--- src/inc/uaf_cfg.svh ---
`ifndef UAF_CFG_SVH
`define UAF_CFG_SVH

`define UAF_TX_WIDTH      8
`define UAF_TX_DEPTH      8
`define UAF_RX_DEPTH      16
`define UAF_RX_LVL_W      5

`define UAF_SEL_TRIG_1    2'h0
`define UAF_SEL_TRIG_4    2'h1
`define UAF_SEL_TRIG_8    2'h2
`define UAF_SEL_TRIG_14   2'h3

`define UAF_TRIG_BYTES_1  5'h01
`define UAF_TRIG_BYTES_4  5'h04
`define UAF_TRIG_BYTES_8  5'h08
`define UAF_TRIG_BYTES_14 5'h0e

`define UAF_LEVEL_EMPTY   5'h00
`define UAF_LEVEL_15      5'h0f
`define UAF_LEVEL_FULL    5'h10

`define UAF_PIN_INACTIVE  1'h1
`define UAF_LINE_IDLE     1'h1
`define UAF_FLAG_CLEAR    1'h0

`endif

--- src/inc/uaf_pkg.sv ---
`default_nettype none

package uaf_pkg;

  typedef enum logic [2:0] {
    UAF_RTS_GRANT  = 3'h1,
    UAF_RTS_STOP   = 3'h2,
    UAF_RTS_STOP14 = 3'h4
  } uaf_rts_state_t;

  typedef logic [1:0] uaf_trig_sel_t;

endpackage

`default_nettype wire

--- src/rtl/uaf_flow.sv ---
`include "uaf_cfg.svh"
`default_nettype none

// Behaviour
// RQ1 - Ring indicator rising edge raises status interrupt
// RQ2 - Control bit 1 drives request-to-send low
// RQ3 - Request-to-send held high after reset
// RQ4 - Loopback feeds transmit serial into receiver
// RQ5 - Receive-ready low at trigger or timeout
// RQ6 - Receive-ready high when empty or errored
// RQ7 - Transmit-ready low when free space reaches trigger
// RQ8 - Transmit-ready high when transmit buffer full
// RQ9 - Auto-CTS checks clear-to-send before each byte
// RQ10 - Auto-RTS drops at trigger 1, 4, 8
// RQ11 - Auto-RTS returns once receive queue emptied
// RQ12 - Trigger 14 drops on 16th character's bit
// RQ13 - Trigger 14 returns with one free location
// RQ14 - Receiver still accepts one byte after drop
// RQ15 - Remote drops clear-to-send before last stop middle
// RQ16 - No clear-to-send interrupts under autoflow
// RQ17 - Without auto-CTS transmit ignores clear-to-send
// RQ18 - Autoflow bit 5 plus bit 1 enable both
// RQ19 - Software clears bit 1 for auto-CTS only
// RQ20 - Clear-to-send is active low
// RQ21 - Receive trigger selects 1, 4, 8 or 14
module uaf_flow
  import uaf_pkg::*;
#(
  parameter int TX_WIDTH = `UAF_TX_WIDTH,
  parameter int TX_DEPTH = `UAF_TX_DEPTH,
  parameter int RX_LVL_W = `UAF_RX_LVL_W,
  parameter int TXC_W    = $clog2(TX_DEPTH + 1)
) (
  input  wire logic                clock,
  input  wire logic                resetn,

  input  wire logic                modem_rts_bit,
  input  wire logic                autoflow_enable_bit,
  input  wire logic                loopback_bit,
  input  wire logic                ms_int_enable,
  input  wire uaf_trig_sel_t       rx_trig_sel,
  input  wire logic [TXC_W-1:0]    tx_trig_level,

  input  wire logic                ring_indicator_n,
  input  wire logic                cts_n,
  input  wire logic                ms_read,

  input  wire logic                serial_in,
  input  wire logic                tx_serial,
  output logic                     serial_out,
  output logic                     receiver_in,

  input  wire logic [RX_LVL_W-1:0] rx_level,
  input  wire logic                rx_first_data_bit,
  input  wire logic                rx_timeout_int,
  input  wire logic                rx_fifo_error,

  input  wire logic                tx_in_valid,
  output logic                     tx_in_ready,
  input  wire logic [TX_WIDTH-1:0] tx_in_data,
  input  wire logic                tx_start_ready,
  output logic                     tx_byte_valid,
  output logic      [TX_WIDTH-1:0] tx_byte,

  output logic                     rts_n,
  output logic                     rx_ready_n,
  output logic                     tx_ready_n,
  output logic                     ms_irq,
  output logic                     ring_edge_flag,
  output logic                     cts_delta_flag,
  output logic                     auto_rts_active,
  output logic                     auto_cts_active
);

  // Trigger decode shared by flow control and receive-ready
  function automatic logic [RX_LVL_W-1:0] trig_bytes(input uaf_trig_sel_t sel);
    logic [RX_LVL_W-1:0] bytes;
    bytes = RX_LVL_W'(`UAF_TRIG_BYTES_1);
    unique case (sel)
      `UAF_SEL_TRIG_1:  bytes = RX_LVL_W'(`UAF_TRIG_BYTES_1);
      `UAF_SEL_TRIG_4:  bytes = RX_LVL_W'(`UAF_TRIG_BYTES_4);
      `UAF_SEL_TRIG_8:  bytes = RX_LVL_W'(`UAF_TRIG_BYTES_8);
      `UAF_SEL_TRIG_14: bytes = RX_LVL_W'(`UAF_TRIG_BYTES_14);
    endcase
    return bytes;
  endfunction

  // Mode decode
  wire autoflow_on;
  wire rts_auto;
  wire cts_auto;
  wire trig_is_14;

  assign autoflow_on = autoflow_enable_bit;
  assign cts_auto    = autoflow_enable_bit; // RQ18
  assign rts_auto    = autoflow_enable_bit && modem_rts_bit; // RQ18
  assign trig_is_14  = (rx_trig_sel == `UAF_SEL_TRIG_14);

  // Receive level compares
  wire [RX_LVL_W-1:0] trig_level;
  wire                rx_at_trig;
  wire                rx_empty;
  wire                rx_holds_15;
  wire                rx_full;
  wire                rx_has_space;

  assign trig_level   = trig_bytes(rx_trig_sel); // RQ21
  assign rx_at_trig   = (rx_level >= trig_level);
  assign rx_empty     = (rx_level == RX_LVL_W'(`UAF_LEVEL_EMPTY));
  assign rx_holds_15  = (rx_level >= RX_LVL_W'(`UAF_LEVEL_15));
  assign rx_full      = (rx_level >= RX_LVL_W'(`UAF_LEVEL_FULL));
  assign rx_has_space = !rx_full;

  // Auto request-to-send state
  uaf_rts_state_t rts_state;
  uaf_rts_state_t next_rts_state;
  logic           seen_full;
  logic           next_seen_full;

  always_comb begin
    next_rts_state = rts_state;
    next_seen_full = seen_full;
    unique case (rts_state)
      UAF_RTS_GRANT: begin
        next_seen_full = `UAF_FLAG_CLEAR;
        if (trig_is_14) begin
          if (rx_first_data_bit && rx_holds_15) begin
            next_rts_state = UAF_RTS_STOP14; // RQ12
          end
        end else if (rx_at_trig) begin
          next_rts_state = UAF_RTS_STOP; // RQ10
        end
      end
      UAF_RTS_STOP: begin
        if (trig_is_14) begin
          next_rts_state = UAF_RTS_STOP14;
        end else if (rx_empty) begin
          next_rts_state = UAF_RTS_GRANT; // RQ11
        end
      end
      UAF_RTS_STOP14: begin
        if (rx_full) begin
          next_seen_full = 1'h1;
        end
        if (!trig_is_14) begin
          next_rts_state = UAF_RTS_STOP;
        // Below 15 also grants; no deadlock without a 16th
        end else if ((seen_full && rx_has_space) || !rx_holds_15) begin
          next_rts_state = UAF_RTS_GRANT; // RQ13
        end
      end
      default: begin
        next_rts_state = UAF_RTS_GRANT;
      end
    endcase
  end

  always_ff @(posedge clock) begin
    if (!resetn) begin
      rts_state <= UAF_RTS_GRANT;
      seen_full <= `UAF_FLAG_CLEAR;
    end else begin
      rts_state <= next_rts_state;
      seen_full <= next_seen_full;
    end
  end

  // Request-to-send pin level
  wire rts_grant;
  wire next_rts_n;

  assign rts_grant  = !rts_auto || (next_rts_state == UAF_RTS_GRANT);
  assign next_rts_n = !(modem_rts_bit && rts_grant); // RQ2

  always_ff @(posedge clock) begin
    if (!resetn) begin
      rts_n <= `UAF_PIN_INACTIVE; // RQ3
    end else begin
      rts_n <= next_rts_n;
    end
  end

  // Receive-ready pin
  wire rxr_release;
  wire rxr_assert;

  assign rxr_release = rx_empty || rx_fifo_error; // RQ6
  assign rxr_assert  = rx_at_trig || rx_timeout_int; // RQ5

  // Empty or error beats trigger
  always_ff @(posedge clock) begin
    if (!resetn) begin
      rx_ready_n <= `UAF_PIN_INACTIVE;
    end else if (rxr_release) begin
      rx_ready_n <= `UAF_PIN_INACTIVE;
    end else if (rxr_assert) begin
      rx_ready_n <= 1'h0;
    end
  end

  // Transmit buffer
  logic                fifo_out_valid;
  logic                fifo_out_ready;
  logic [TX_WIDTH-1:0] fifo_out_data;
  logic [TXC_W-1:0]    fifo_count;

  uaf_fifo #(
    .WIDTH (TX_WIDTH),
    .DEPTH (TX_DEPTH),
    .CW    (TXC_W)
  ) u_tx_fifo (
    .clock     (clock),
    .resetn    (resetn),
    .in_valid  (tx_in_valid),
    .in_ready  (tx_in_ready),
    .in_data   (tx_in_data),
    .out_valid (fifo_out_valid),
    .out_ready (fifo_out_ready),
    .out_data  (fifo_out_data),
    .count     (fifo_count)
  );

  // Transmit-ready pin
  wire [TXC_W-1:0] tx_free;
  wire             tx_full;
  wire             tx_room;

  assign tx_free = TXC_W'(TX_DEPTH) - fifo_count;
  assign tx_full = (fifo_count == TXC_W'(TX_DEPTH));
  assign tx_room = (tx_free >= tx_trig_level);

  // Full forces the inactive level
  always_ff @(posedge clock) begin
    if (!resetn) begin
      tx_ready_n <= `UAF_PIN_INACTIVE;
    end else if (tx_full) begin
      tx_ready_n <= `UAF_PIN_INACTIVE; // RQ8
    end else begin
      tx_ready_n <= !tx_room; // RQ7
    end
  end

  // Byte launch gated by clear-to-send
  wire cts_active;
  wire cts_ok;
  wire launch;

  assign cts_active     = !cts_n; // RQ20
  assign cts_ok         = !cts_auto || cts_active; // RQ9 RQ17
  assign launch         = fifo_out_valid && tx_start_ready && cts_ok && !tx_byte_valid; // RQ9
  assign fifo_out_ready = launch;

  // Launch pulse blocks the next cycle's launch
  always_ff @(posedge clock) begin
    if (!resetn) begin
      tx_byte_valid <= `UAF_FLAG_CLEAR;
      tx_byte       <= '0;
    end else begin
      tx_byte_valid <= launch;
      if (launch) begin
        tx_byte <= fifo_out_data;
      end
    end
  end

  // Loopback routing; receiver never blocked by flow state
  wire next_receiver_in;
  wire next_serial_out;

  assign next_receiver_in = loopback_bit ? tx_serial : serial_in; // RQ4 RQ14
  assign next_serial_out  = loopback_bit ? `UAF_LINE_IDLE : tx_serial;

  always_ff @(posedge clock) begin
    if (!resetn) begin
      receiver_in <= `UAF_LINE_IDLE;
      serial_out  <= `UAF_LINE_IDLE;
    end else begin
      receiver_in <= next_receiver_in;
      serial_out  <= next_serial_out;
    end
  end

  // Modem status events
  logic ring_prev;
  logic cts_prev;

  wire ring_rise;
  wire cts_change;
  wire cts_event;

  assign ring_rise  = !ring_prev && ring_indicator_n; // RQ1
  assign cts_change = (cts_prev != cts_n);
  assign cts_event  = cts_change && !autoflow_on; // RQ16

  always_ff @(posedge clock) begin
    if (!resetn) begin
      ring_prev <= `UAF_PIN_INACTIVE;
      // CTS may already be active in reset; no false change after
      cts_prev  <= cts_n;
    end else begin
      ring_prev <= ring_indicator_n;
      cts_prev  <= cts_n;
    end
  end

  // Sticky flags; a new event beats the read clear
  always_ff @(posedge clock) begin
    if (!resetn) begin
      ring_edge_flag <= `UAF_FLAG_CLEAR;
      cts_delta_flag <= `UAF_FLAG_CLEAR;
    end else begin
      ring_edge_flag <= ring_rise || (ring_edge_flag && !ms_read); // RQ1
      cts_delta_flag <= cts_event || (cts_delta_flag && !ms_read); // RQ16
    end
  end

  wire next_ms_irq;

  assign next_ms_irq = ms_int_enable && (ring_edge_flag || cts_delta_flag); // RQ1

  always_ff @(posedge clock) begin
    if (!resetn) begin
      ms_irq <= `UAF_FLAG_CLEAR;
    end else begin
      ms_irq <= next_ms_irq;
    end
  end

  // Mode indicators
  always_ff @(posedge clock) begin
    if (!resetn) begin
      auto_rts_active <= `UAF_FLAG_CLEAR;
      auto_cts_active <= `UAF_FLAG_CLEAR;
    end else begin
      auto_rts_active <= rts_auto;
      auto_cts_active <= cts_auto;
    end
  end

endmodule

`default_nettype wire

--- src/rtl/uaf_fifo.sv ---
`include "uaf_cfg.svh"
`default_nettype none

module uaf_fifo #(
  parameter int WIDTH = `UAF_TX_WIDTH,
  parameter int DEPTH = `UAF_TX_DEPTH,
  parameter int CW    = $clog2(DEPTH + 1),
  parameter int AW    = (DEPTH > 1) ? $clog2(DEPTH) : 1
) (
  input  wire logic             clock,
  input  wire logic             resetn,
  input  wire logic             in_valid,
  output logic                  in_ready,
  input  wire logic [WIDTH-1:0] in_data,
  output logic                  out_valid,
  input  wire logic             out_ready,
  output logic      [WIDTH-1:0] out_data,
  output logic      [CW-1:0]    count
);

  logic [WIDTH-1:0] mem [DEPTH];
  logic [AW-1:0]    wr_ptr;
  logic [AW-1:0]    rd_ptr;

  wire push = in_valid && in_ready;
  wire pop  = out_valid && out_ready;
  wire [AW-1:0] wr_inc = (wr_ptr == AW'(DEPTH - 1)) ? '0 : wr_ptr + AW'(1);
  wire [AW-1:0] rd_inc = (rd_ptr == AW'(DEPTH - 1)) ? '0 : rd_ptr + AW'(1);

  assign in_ready  = (count != CW'(DEPTH));
  assign out_valid = (count != '0);
  assign out_data  = mem[rd_ptr];

  always_ff @(posedge clock) begin
    if (push) begin
      mem[wr_ptr] <= in_data;
    end
  end

  always_ff @(posedge clock) begin
    if (!resetn) begin
      wr_ptr <= '0;
      rd_ptr <= '0;
      count  <= '0;
    end else begin
      if (push) begin
        wr_ptr <= wr_inc;
      end
      if (pop) begin
        rd_ptr <= rd_inc;
      end
      if (push && !pop) begin
        count <= count + CW'(1);
      end else if (pop && !push) begin
        count <= count - CW'(1);
      end
    end
  end

endmodule

`default_nettype wire

--- config.mk ---
export PLATFORM = sky130hd
export DESIGN_NAME = uaf_flow
export DESIGN_NICKNAME = d
export VERILOG_FILES = /design/src/inc/uaf_pkg.sv /design/src/rtl/uaf_flow.sv /design/src/rtl/uaf_fifo.sv
export VERILOG_INCLUDE_DIRS = /design/src /design/src/inc
export SDC_FILE = /design/constraint.sdc
export NUM_CORES = 1
export LEC_CHECK = 0
export BUFFER_PORTS_ARGS = -buffer_cell sky130_fd_sc_hd__buf_2
export CAP_MARGIN = 20
export CORE_ASPECT_RATIO = 0.7
export CORE_MARGIN = 8
export CORE_UTILIZATION = 30
export CTS_CLUSTER_DIAMETER = 30
export DETAILED_ROUTE_END_ITERATION = 10
export SLEW_MARGIN = 30
export SYNTH_ARGS = -nofsm -noshare
export SYNTH_HDL_FRONTEND = slang
export SYNTH_SLANG_ARGS = --single-unit
--- constraint.sdc ---
create_clock -name clock -period 2.61 [get_ports clock]
set_clock_uncertainty 0.1 [all_clocks]
set_input_delay 0.6525 -clock clock [delete_from_list [all_inputs] [get_ports clock]]
set_output_delay 0.6525 -clock clock [all_outputs]
set_load 0.01 [all_outputs]
# ---- After elaboration in Yosys (flattened, before gate mapping)
# Memories as Yosys holds them, arrays and structs flattened. A register that Yosys moved wholly into a read port is not among the register bits.
# Cells that the tools add are included.
dict set report word_totals {
  ff_bits 27
  ram_bits 64
  input_bits 35
  out_inout_bits 20
  elab_cells 106
  memories 1
}
dict set report classes {
  addsub 5
  order_cmp 4
  eq_ne 13
  n_mux 18
  bitwise_logic 1
  reduce_logical 46
}
# name depth word_bits read_ports rd_ports_with_merged_regs write_ports line_no
set memory_table {}
lappend memory_table {u_tx_fifo.mem 8 8 1 1 1 uaf_fifo.sv:21} ;# logic [WIDTH-1:0] mem [DEPTH];
# cell n
set op_table {}
lappend op_table {{two-way mux 3 bit} 9}
lappend op_table {{one-hot mux 5 bit (4 select lines)} 1}
lappend op_table {{logical AND 1 bit} 16}
lappend op_table {{zero test 1 bit} 13}
lappend op_table {{== test 3 bit, second input constant} 3}
lappend op_table {{one-hot mux 3 bit (3 select lines)} 1}
lappend op_table {{logical OR 1 bit} 8}
lappend op_table {{two-way mux 4 bit} 2}
lappend op_table {{adder 3 x 1 -> 3 bit, second input constant} 2}
lappend op_table {{== test 3 x 1 -> 1 bit, second input constant} 2}
lappend op_table {{OR reduction 2 bit} 3}
lappend op_table {{>= comparator 5 x 4 -> 1 bit, second input constant} 1}
lappend op_table {{>= comparator 5 bit} 1}
lappend op_table {{>= comparator 5 bit, second input constant} 1}
lappend op_table {{zero test 5 bit} 1}
lappend op_table {{adder 4 x 1 -> 4 bit, second input constant} 1}
lappend op_table {{== test 2 bit, second input constant} 2}
lappend op_table {{== test 4 bit, second input constant} 1}
lappend op_table {{>= comparator 4 bit} 1}
lappend op_table {{two-way mux 1 bit} 4}
lappend op_table {{!= test 4 bit, second input constant} 1}
lappend op_table {{nonzero test 2 bit} 2}
lappend op_table {{nonzero test 4 bit} 1}
lappend op_table {{subtractor 4 x 1 -> 4 bit, second input constant} 1}
lappend op_table {{9 further kinds} 9}

# ---- Depth between registers and ports, before layout
# Gate-level depths: netlist (run 1).
dict set report depth {
  ltp_word 11
  ltp_mapped 13
  ltp_nobuf 13
}

# ---- Modules after synthesis
# A second synthesis (run 1) with hierarchy kept.
dict set report unflattened {
  hier_cells 302
  area_unflattened_um2 4369.2
}
# module n_inst cells_each area_per_inst_um2 seq_area_each_um2
set modules_own_cells {}
lappend modules_own_cells {uaf_fifo 1 168 3151.8 2182.1}
lappend modules_own_cells {uaf_flow 1 134 1217.4 500.5}

# ---- Worst setup path before layout (run 1)
# OpenSTA, ideal clock, no wires.
dict set report synth_path {
  path_kind {flip-flop to flip-flop}
  start {reg u_tx_fifo.count[0]}
  end {reg u_tx_fifo.count[3]}
  setup_ns 0.070
  t_arrival_ns 2.515
  required_ns 2.440
  slack_ns -0.075
  path_stages_with_launch 14
  n_path_buf 0
  period_less_slack_ns 2.685
  path_cell_list {dfxtp_1 > inv_1 > ha_1 > nand3b_1 > nand2_1 > inv_1 > ha_1 > inv_1 > ha_1 > a21o_1 > a21oi_2 > xnor2_1 > or3_1 > a21boi_1}
}
dict set report synth_via {
  word_cells_on_any_way 16
  classes_between {2 x add/sub; 1 x eq/ne; 2 x mux; 11 x reduce/logical}
}
# item line_no
set synth_rtl {}
lappend synth_rtl {{start, declared} uaf_fifo.sv:18} ;# output logic [CW-1:0] count
lappend synth_rtl {{start signal, assigned} uaf_fifo.sv:53} ;# count <= count + CW'(1);
lappend synth_rtl {{start signal, assigned} uaf_fifo.sv:55} ;# count <= count - CW'(1);
lappend synth_rtl {{!= test 4 bit *} uaf_fifo.sv:30} ;# assign in_ready = (count != CW'(DEPTH));
lappend synth_rtl {{named net tx_in_ready} uaf_flow.sv:59} ;# output logic tx_in_ready,
lappend synth_rtl {{logical AND 1 bit *} uaf_fifo.sv:25} ;# wire push = in_valid && in_ready;
lappend synth_rtl {{named net u_tx_fifo.push} uaf_fifo.sv:25}
lappend synth_rtl {{zero test 1 bit} uaf_fifo.sv:54} ;# end else if (pop && !push) begin
lappend synth_rtl {{logical AND 1 bit} uaf_fifo.sv:54}
lappend synth_rtl {{nonzero test 2 bit (no line)} --}
# Mark *: on every way through the listed nets, which the timed path passes. The rest lies on a longest branch. The select of a mux whose other input is x is not followed.
# A chain may end at the register's enable or synchronous reset.

# ---- Worst setup path in the final report (run 1)
dict set report layout_path {
  start {in cts_n}
  end {reg u_tx_fifo.count[3]}
}
dict set report layout_via {
  elab_chain_len 8
  word_cells_on_any_way 10
  classes_between {1 x mux; 9 x reduce/logical}
}
# item line_no
set layout_lines {}
lappend layout_lines {{start, declared} uaf_flow.sv:45} ;# input wire logic cts_n,
lappend layout_lines {{zero test 1 bit *} uaf_flow.sv:248} ;# assign cts_active = !cts_n;
lappend layout_lines {{logical OR 1 bit *} uaf_flow.sv:249} ;# assign cts_ok = !cts_auto || cts_active;
lappend layout_lines {{logical AND 1 bit * (2 in series)} uaf_flow.sv:250} ;# assign launch = fifo_out_valid && tx_start_ready && cts_ok && !tx_byte_valid;
lappend layout_lines {{logical AND 1 bit *} uaf_fifo.sv:26} ;# wire pop = out_valid && out_ready;
lappend layout_lines {{zero test 1 bit} uaf_fifo.sv:52} ;# if (push && !pop) begin
lappend layout_lines {{logical AND 1 bit} uaf_fifo.sv:52}
lappend layout_lines {{two-way mux 4 bit or nonzero test 2 bit (tied branches)} --}
# Mark *: on every way between the ends. The rest lies on a longest branch, timed or not.

==> impl_metrics.csv, run 1 <==
group,metric,value,unit
setup_path,startpoint_type,"input pin",
job,maxCapViolCount,0,
power,p_seq_frac,0.446,
clocking,clk_latency,0.34,ns
layout,drive_above_1_share,0.273,
run_status,status,"finished clean",
synthesis,synth_edf_count,64,
route,antenna_left,0,
route,wire_per_inst,14.7,µm
sta,slew_violations,0,
synthesis,yosys_warnings,0,
floorplan,die_area,18100,µm²
synthesis,synth_nets,348,
sta,fin_ws,0.207,ns
power,p_per_area,844,nW/µm²
placement,dp_cells,548,
setup_path,r2r_slack,0.21,ns
power,p_int,0.00311,W
synthesis,netlist_area,4210,µm²
global_routing,grt_usage,0.0978,
route,drt_iter0_drc,156,
synthesis,seq_area_frac_synth,0.624,
route,firstDrtPassIters,4,
floorplan,dieWidth,158,µm
setup_path,path_class,"in2reg",
setup_path,critPathCaptureType,"register",
sta,fin_crit,2.40,ns
layout,stdcell_count,565,
clocking,clk_pin_slew,0.07,ns
route,wl,8310,µm
placement,place_hpwl,5820,µm
floorplan,ios,55,
setup_path,cp_max_fo,2,
synthesis,ys.flop_type,"edfxtp_1",
global_routing,grt_max_degree,35,
route,viasPerCell,4.52,
sta,rsz0062_at_grt,"no",
global_routing,grt_pass1_vias,2658,
synthesis,async_flop_share,0,
clocking,cts-root-buf,"clkbuf_16",
placement,port_buffers,54,
power,clock_power_share,0.302,
setup_path,r2r-start,"u_tx_fifo.count[0]",
layout,nets,421,
power,p_switching,0.00118,W
synthesis,synthCells,296,
sta,setup_viol,0,
synthesis,synth_top_cell_by_area,"edfxtp_1",
clocking,cts_tree,"yes",
global_routing,antenna_found_initial,1,
clocking,ctsHoldBuffers,0,
global_routing,grt_pass1_wl,13400,µm
setup_path,cp.arrival,2.58,ns
hold_path,holdPathEnd,"ms_irq",
clocking,numClockSinks,99,
sta,clock.fmax,416,MHz
synthesis,synthTopCellsByArea,"edfxtp_1 46%, dfxtp_1 17%, mux4_1 5.0%",
sta,slew-limit-headroom,0.458,
global_routing,overflow,0,
power,leakagePower,1.93,nW
setup_path,ff2ff_path_depth,13,
clocking,postCtsResizedCells,0,
floorplan,std_cell_rows,36,
route,drc,0,
setup_path,required,2.78,ns
clocking,cts_made_buffers,9,
clocking,post_cts_buffers,0,
clocking,h-tree-depth,3,
floorplan,coreArea,13800,µm²
sta,worstMarginPinSlew,0.812,ns
synthesis,synth_top_area_frac,0.457,
layout,syn2layout_area_growth,21.0,%
synthesis,synth_area_per_cell,14.2,µm²
hold_path,hold_class,"reg2reg",
setup_path,r2r-end,"u_tx_fifo.count[3]",
sta,period_share,0.921,
power,combPwrFrac,0.252,
placement,gp_congestion,0.767,
synthesis,ys_seq_elements,99,
floorplan,die_h,115,µm
hold_path,whs_path_depth,2,
hold_path,min-delay-start,"ring_edge_flag",
clocking,cts_buffer_depth,2,
placement,pre_cts_ws,-0.164,ns
sta,hold_violations,0,
synthesis,synth.distinct_cells,47,
floorplan,initial_core_util,0.304,
power,vdd.ir_drop.worst,0.280,mV
power,swShare,0.275,
route,vias,2552,
[synth_stat cells, types with 2 or more instances]
library cell,instances
a21o_1,4
mux4_2,8
nand3_1,3
and2_1,7
clkbuf_1,3
mux2i_1,11
nor3b_1,2
nand2b_1,5
dfxtp_1,35
a21boi_1,2
o21ai_0,13
inv_1,17
edfxtp_1,64
a21oi_1,14
ha_1,16
a21boi_0,4
nor2b_1,4
or3_1,2
nor3_1,7
mux4_1,8
nand2_1,23
xnor2_1,5
o22ai_1,2
nand4b_1,2
buf_4,3
a211oi_1,2
nor2_1,9
buf_2,2
[critical path, cell delays in order]
cell      delay, ns
buf_2          0.10
a211oi_1       0.26
o21a_1         0.18
inv_1          0.06
ha_2           0.18
inv_1          0.07
ha_1           0.22
a21o_1         0.19
a21oi_2        0.14
xnor2_1        0.08
or3_1          0.31
a21boi_1       0.14
[per-layer routing]
metal  part of all wire  routed length, µm  up-vias  global-route usage
li1                   -                  -     1264                   -
met1               0.45               3700     1242               0.112
met2               0.50               4140       32               0.166
met3              0.038                316       12              0.0293
met4              0.016                136        2              0.0474
met5             0.0016                 13        -                   0
[metrics by stage]
step / power [W] / hold WS, ns / util / setup TNS, ns / cell area [µm²]
final: 0.00429 / 0.379 / 0.368 / 0 / 5090
after global routing: 0.00455 / 0.386 / 0.368 / 0 / 5090
after CTS: 0.00433 / 0.382 / 0.367 / 0 / 5070
after detailed placement: 0.00302 / 0.376 / 0.345 / -0.164 / 4780
after global placement: 0.00299 / 0.371 / 0.345 / -0.127 / 4780
after floorplan: 0.00270 / 0.386 / - / 0 / 4210
[how the worst max path moves through the flow]
stage,cells past startpoint,to,startpoint
floorplan,11,u_tx_fifo.count[3],cts_n
finish,12,u_tx_fifo.count[3],cts_n
global placement,12,u_tx_fifo.count[3],cts_n
CTS,13,u_tx_fifo.count[3],u_tx_fifo.count[0]
detailed placement,12,u_tx_fifo.count[3],cts_n
global route,13,u_tx_fifo.count[3],u_tx_fifo.count[0]
[cells by family after synthesis]
group                      synth area share
DFF                                   0.624
muxes                                 0.119
adders and majority gates            0.0524
buffers and inverters                0.0330
xor gates and xnor gates             0.0125
AOI/OAI and AO/OA                    0.0738
and+or+nand+nor                      0.0857
[cell usage in the layout, fill, tap and decap left out, drive strengths merged, types with 5 or more instances in the layout]
master  synthesis  routed
dfxtp          35      35
clkbuf          3       9
nand2b          5       5
xnor2           5       5
ha             16      16
mux2i          11      11
a21oi          15      15
buf             7      72
nor3            7       7
o21ai          13      13
nand2          23      23
a21boi          6       6
nor2            9       9
mux4           16      16
edfxtp         64      64
inv            17      19
and2            7       7
[flip-flops by register name, summed over array words and instances (netlist names), 3 cells and up]
| name | flops |
|---|---|
| rts_state | 3 |
| tx_byte | 8 |
| u_tx_fifo.count | 4 |
| u_tx_fifo.mem | 64 |
| u_tx_fifo.rd_ptr | 3 |
| u_tx_fifo.wr_ptr | 3 |
[cell type report]
| type | instances | area, µm² |
|---|---|---|
| antenna | 1 | 2.50 |
| clock buffer | 9 | 225 |
| clock inverter | 7 | 66.3 |
| fill | 1327 | 8740 |
| inverter | 17 | 63.8 |
| multi-input combinational | 170 | 1460 |
| sequential | 99 | 2630 |
| tap | 190 | 238 |
| timing repair buffer | 72 | 405 |
[power by group through the flow]
stage               Combinational (W)  Clock, W  Sequential, W
global placement              0.00105         0        0.00194
finish                        0.00108   0.00130        0.00191
floorplan                    0.000746         0        0.00195
detailed placement            0.00107         0        0.00195
global route                  0.00122   0.00139        0.00194
CTS                           0.00108   0.00134        0.00191
Note: power is estimated with default switching activity, not from simulation.
==> inputs of run 2 (changes only) <==
--- a/config.mk
+++ b/config.mk
@@ -10,9 +10,10 @@
 export CAP_MARGIN = 20
 export CORE_ASPECT_RATIO = 0.7
 export CORE_MARGIN = 8
-export CORE_UTILIZATION = 30
+export CORE_UTILIZATION = 45
 export CTS_CLUSTER_DIAMETER = 30
 export DETAILED_ROUTE_END_ITERATION = 10
+export PLACE_DENSITY = 0.67
 export SLEW_MARGIN = 30
 export SYNTH_ARGS = -nofsm -noshare
 export SYNTH_HDL_FRONTEND = slang
==> impl_metrics.csv, run 2 (synthesized netlist as in run 1, its figures left out) <==
group,metric,value,unit
layout,syn2layout_area_growth,19.3,%
placement,place_hpwl,5500,µm
setup_path,cpLargestDelayFamily,"compound AO/OA/AOI/OAI gates",
setup_path,worstPathCellList,"inv_1 -> ha_2 -> nand2b_1 -> o21a_1 -> inv_1 -> ha_1 -> inv_1 -> ha_1 -> a21o_1 -> a21oi_2 -> xnor2_1 -> or3_1 -> a21boi_1",
route,firstDrtPassIters,4,
route,antenna_left,0,
layout,mostFrequentLayoutCells,"64 x edfxtp_1, 54 x buf_2, 34 x dfxtp_1",
run_status,status,"finished clean",
clocking,cts_buffer_depth,2,
global_routing,grt_usage,0.128,
sta,setup_viol,0,
layout,largest_registers,"u_tx_fifo.mem x64, tx_byte x8, u_tx_fifo.count x4",
clocking,cts_tree,"yes",
route,drt_iter0_drc,192,
setup_path,cp_max_fo,3,
layout,n_fill_cell,759,
layout,mostFrequentLayoutCell,"edfxtp_1",
clocking,cts_made_buffers,9,
global_routing,overflow,0,
power,vdd.ir_drop.worst,0.426,mV
placement,gp_congestion,0.793,
power,p_per_area,865,nW/µm²
route,viasPerCell,4.99,
sta,worstMarginPinSlew,0.846,ns
floorplan,coreArea,9070,µm²
clocking,numClockSinks,99,
placement,place_area,4700,µm²
floorplan,dieWidth,132,µm
setup_path,critPathCaptureType,"register",
setup_path,cp_num_cells,13,
setup_path,slowest_delay,0.32,ns
sta,slew_violations,0,
clocking,ctsHoldBuffers,0,
layout,top_register,"u_tx_fifo.mem",
layout,drive_above_1_share,0.274,
hold_path,hold_class,"reg2reg",
global_routing,grt_max_degree,35,
power,leakagePower,1.94,nW
setup_path,slowest_stage,"dfxtp_2",
layout,nets,423,
setup_path,critPathBufInv,3,
placement,port_buffers,54,
layout,largest_register_ffs,64,
setup_path,critPathMostFrequentCell,"inv_1",
setup_path,cp.arrival,2.62,ns
global_routing,antenna_found_initial,0,
layout,design_area,5020,µm²
setup_path,ff2ff_path_depth,13,
sta,hold_violations,0,
route,wl,7850,µm
placement,dp_cells,483,
setup_path,startpoint_type,"register",
floorplan,std_cell_rows,29,
job,maxCapViolCount,0,
floorplan,ios,55,
sta,rsz0062_at_grt,"no",
global_routing,grt_pass1_wl,12700,µm
setup_path,path_class,"reg2reg",
clocking,clk_pin_slew,0.07,ns
sta,clock.fmax,410,MHz
layout,final_util,0.553,
sta,period_share,0.935,
clocking,cts-root-buf,"clkbuf_16",
route,vias,2497,
clocking,h-tree-depth,3,
route,drc,0,
global_routing,grt_pass1_vias,2532,
floorplan,die_h,96.9,µm
sta,fin_ws,0.169,ns
layout,n_antenna_cell,0,
hold_path,whs_path_depth,2,
setup_path,required,2.79,ns
route,wire_per_inst,15.7,µm
layout,stdcell_count,500,
clocking,clk_latency,0.35,ns
floorplan,initial_core_util,0.464,
sta,fin_crit,2.44,ns
sta,slew-limit-headroom,0.435,
placement,pre_cts_ws,-0.168,ns
floorplan,die_area,12700,µm²
[run 2: cell types whose count changed in the layout (fill, tap and decap cells not counted), sizes merged]
cell | previous run | this run
buf | 72 | 74
inv | 19 | 21
diode | 1 | 0
clkinv | 4 | 2
[run 2: path summary, 6_finish.rpt]
kind	start	to	slack, ns
hold reg to reg	ring_edge_flag	ms_irq	0.39
hold / removal	ring_edge_flag	ms_irq	0.39
setup / recovery	u_tx_fifo.count[0]	u_tx_fifo.count[3]	0.17
setup reg to reg	u_tx_fifo.count[0]	u_tx_fifo.count[3]	0.17
[run 2: cell type report]
cell class	count	area, µm²	share of cell area
Multi-Input combinational cell	170	1450	0.289
Timing Repair Buffer	74	420	0.0838
Tap cell	124	155	0.0309
Inverter	17	63.8	0.0127
Clock buffer	9	225	0.0449
Clock inverter	7	81.3	0.0162
Sequential cell	99	2620	0.523
[run 2: worst min-delay path, stage by stage (launching register included)]
cell     delay [ns]
dfxtp_1        0.31
inv_1          0.07
a21oi_1        0.07
[run 2: repair_timing]
| action | CTS | global route |
|---|---|---|
| setup endpoints to repair | 0 | 1 |
| buffers inserted | 0 | 1 |
| gates resized for setup | 0 | 2 |
| hold endpoints to repair | 0 | 0 |
[run 2: per-layer routing]
layer / track usage / share of wire / routed length, µm
met3: 0.0491 / 0.053 / 417
met5: 0 / 0 / 0
met4: 0.0422 / 0.0099 / 78
met1: 0.157 / 0.47 / 3710
met2: 0.202 / 0.46 / 3650
[run 2: power breakdown]
group | leakage (nW) | switching [W] | internal, W
logic | 0.920 | 0.000535 | 0.000557
clock network | 0.153 | 0.000587 | 0.000760
registers | 0.869 | 0.0000863 | 0.00182
total | 1.94 | 0.00121 | 0.00313
[run 2: stage by stage]
stage	TNS, ns	power, W	hold WS, ns
3_5_place_dp	-0.168	0.00302	0.378
2_1_floorplan	0	0.00270	0.386
5_1_grt	0	0.00459	0.391
4_1_cts	0	0.00439	0.381
6_report	0	0.00434	0.387
3_3_place_gp	-0.0993	0.00299	0.352
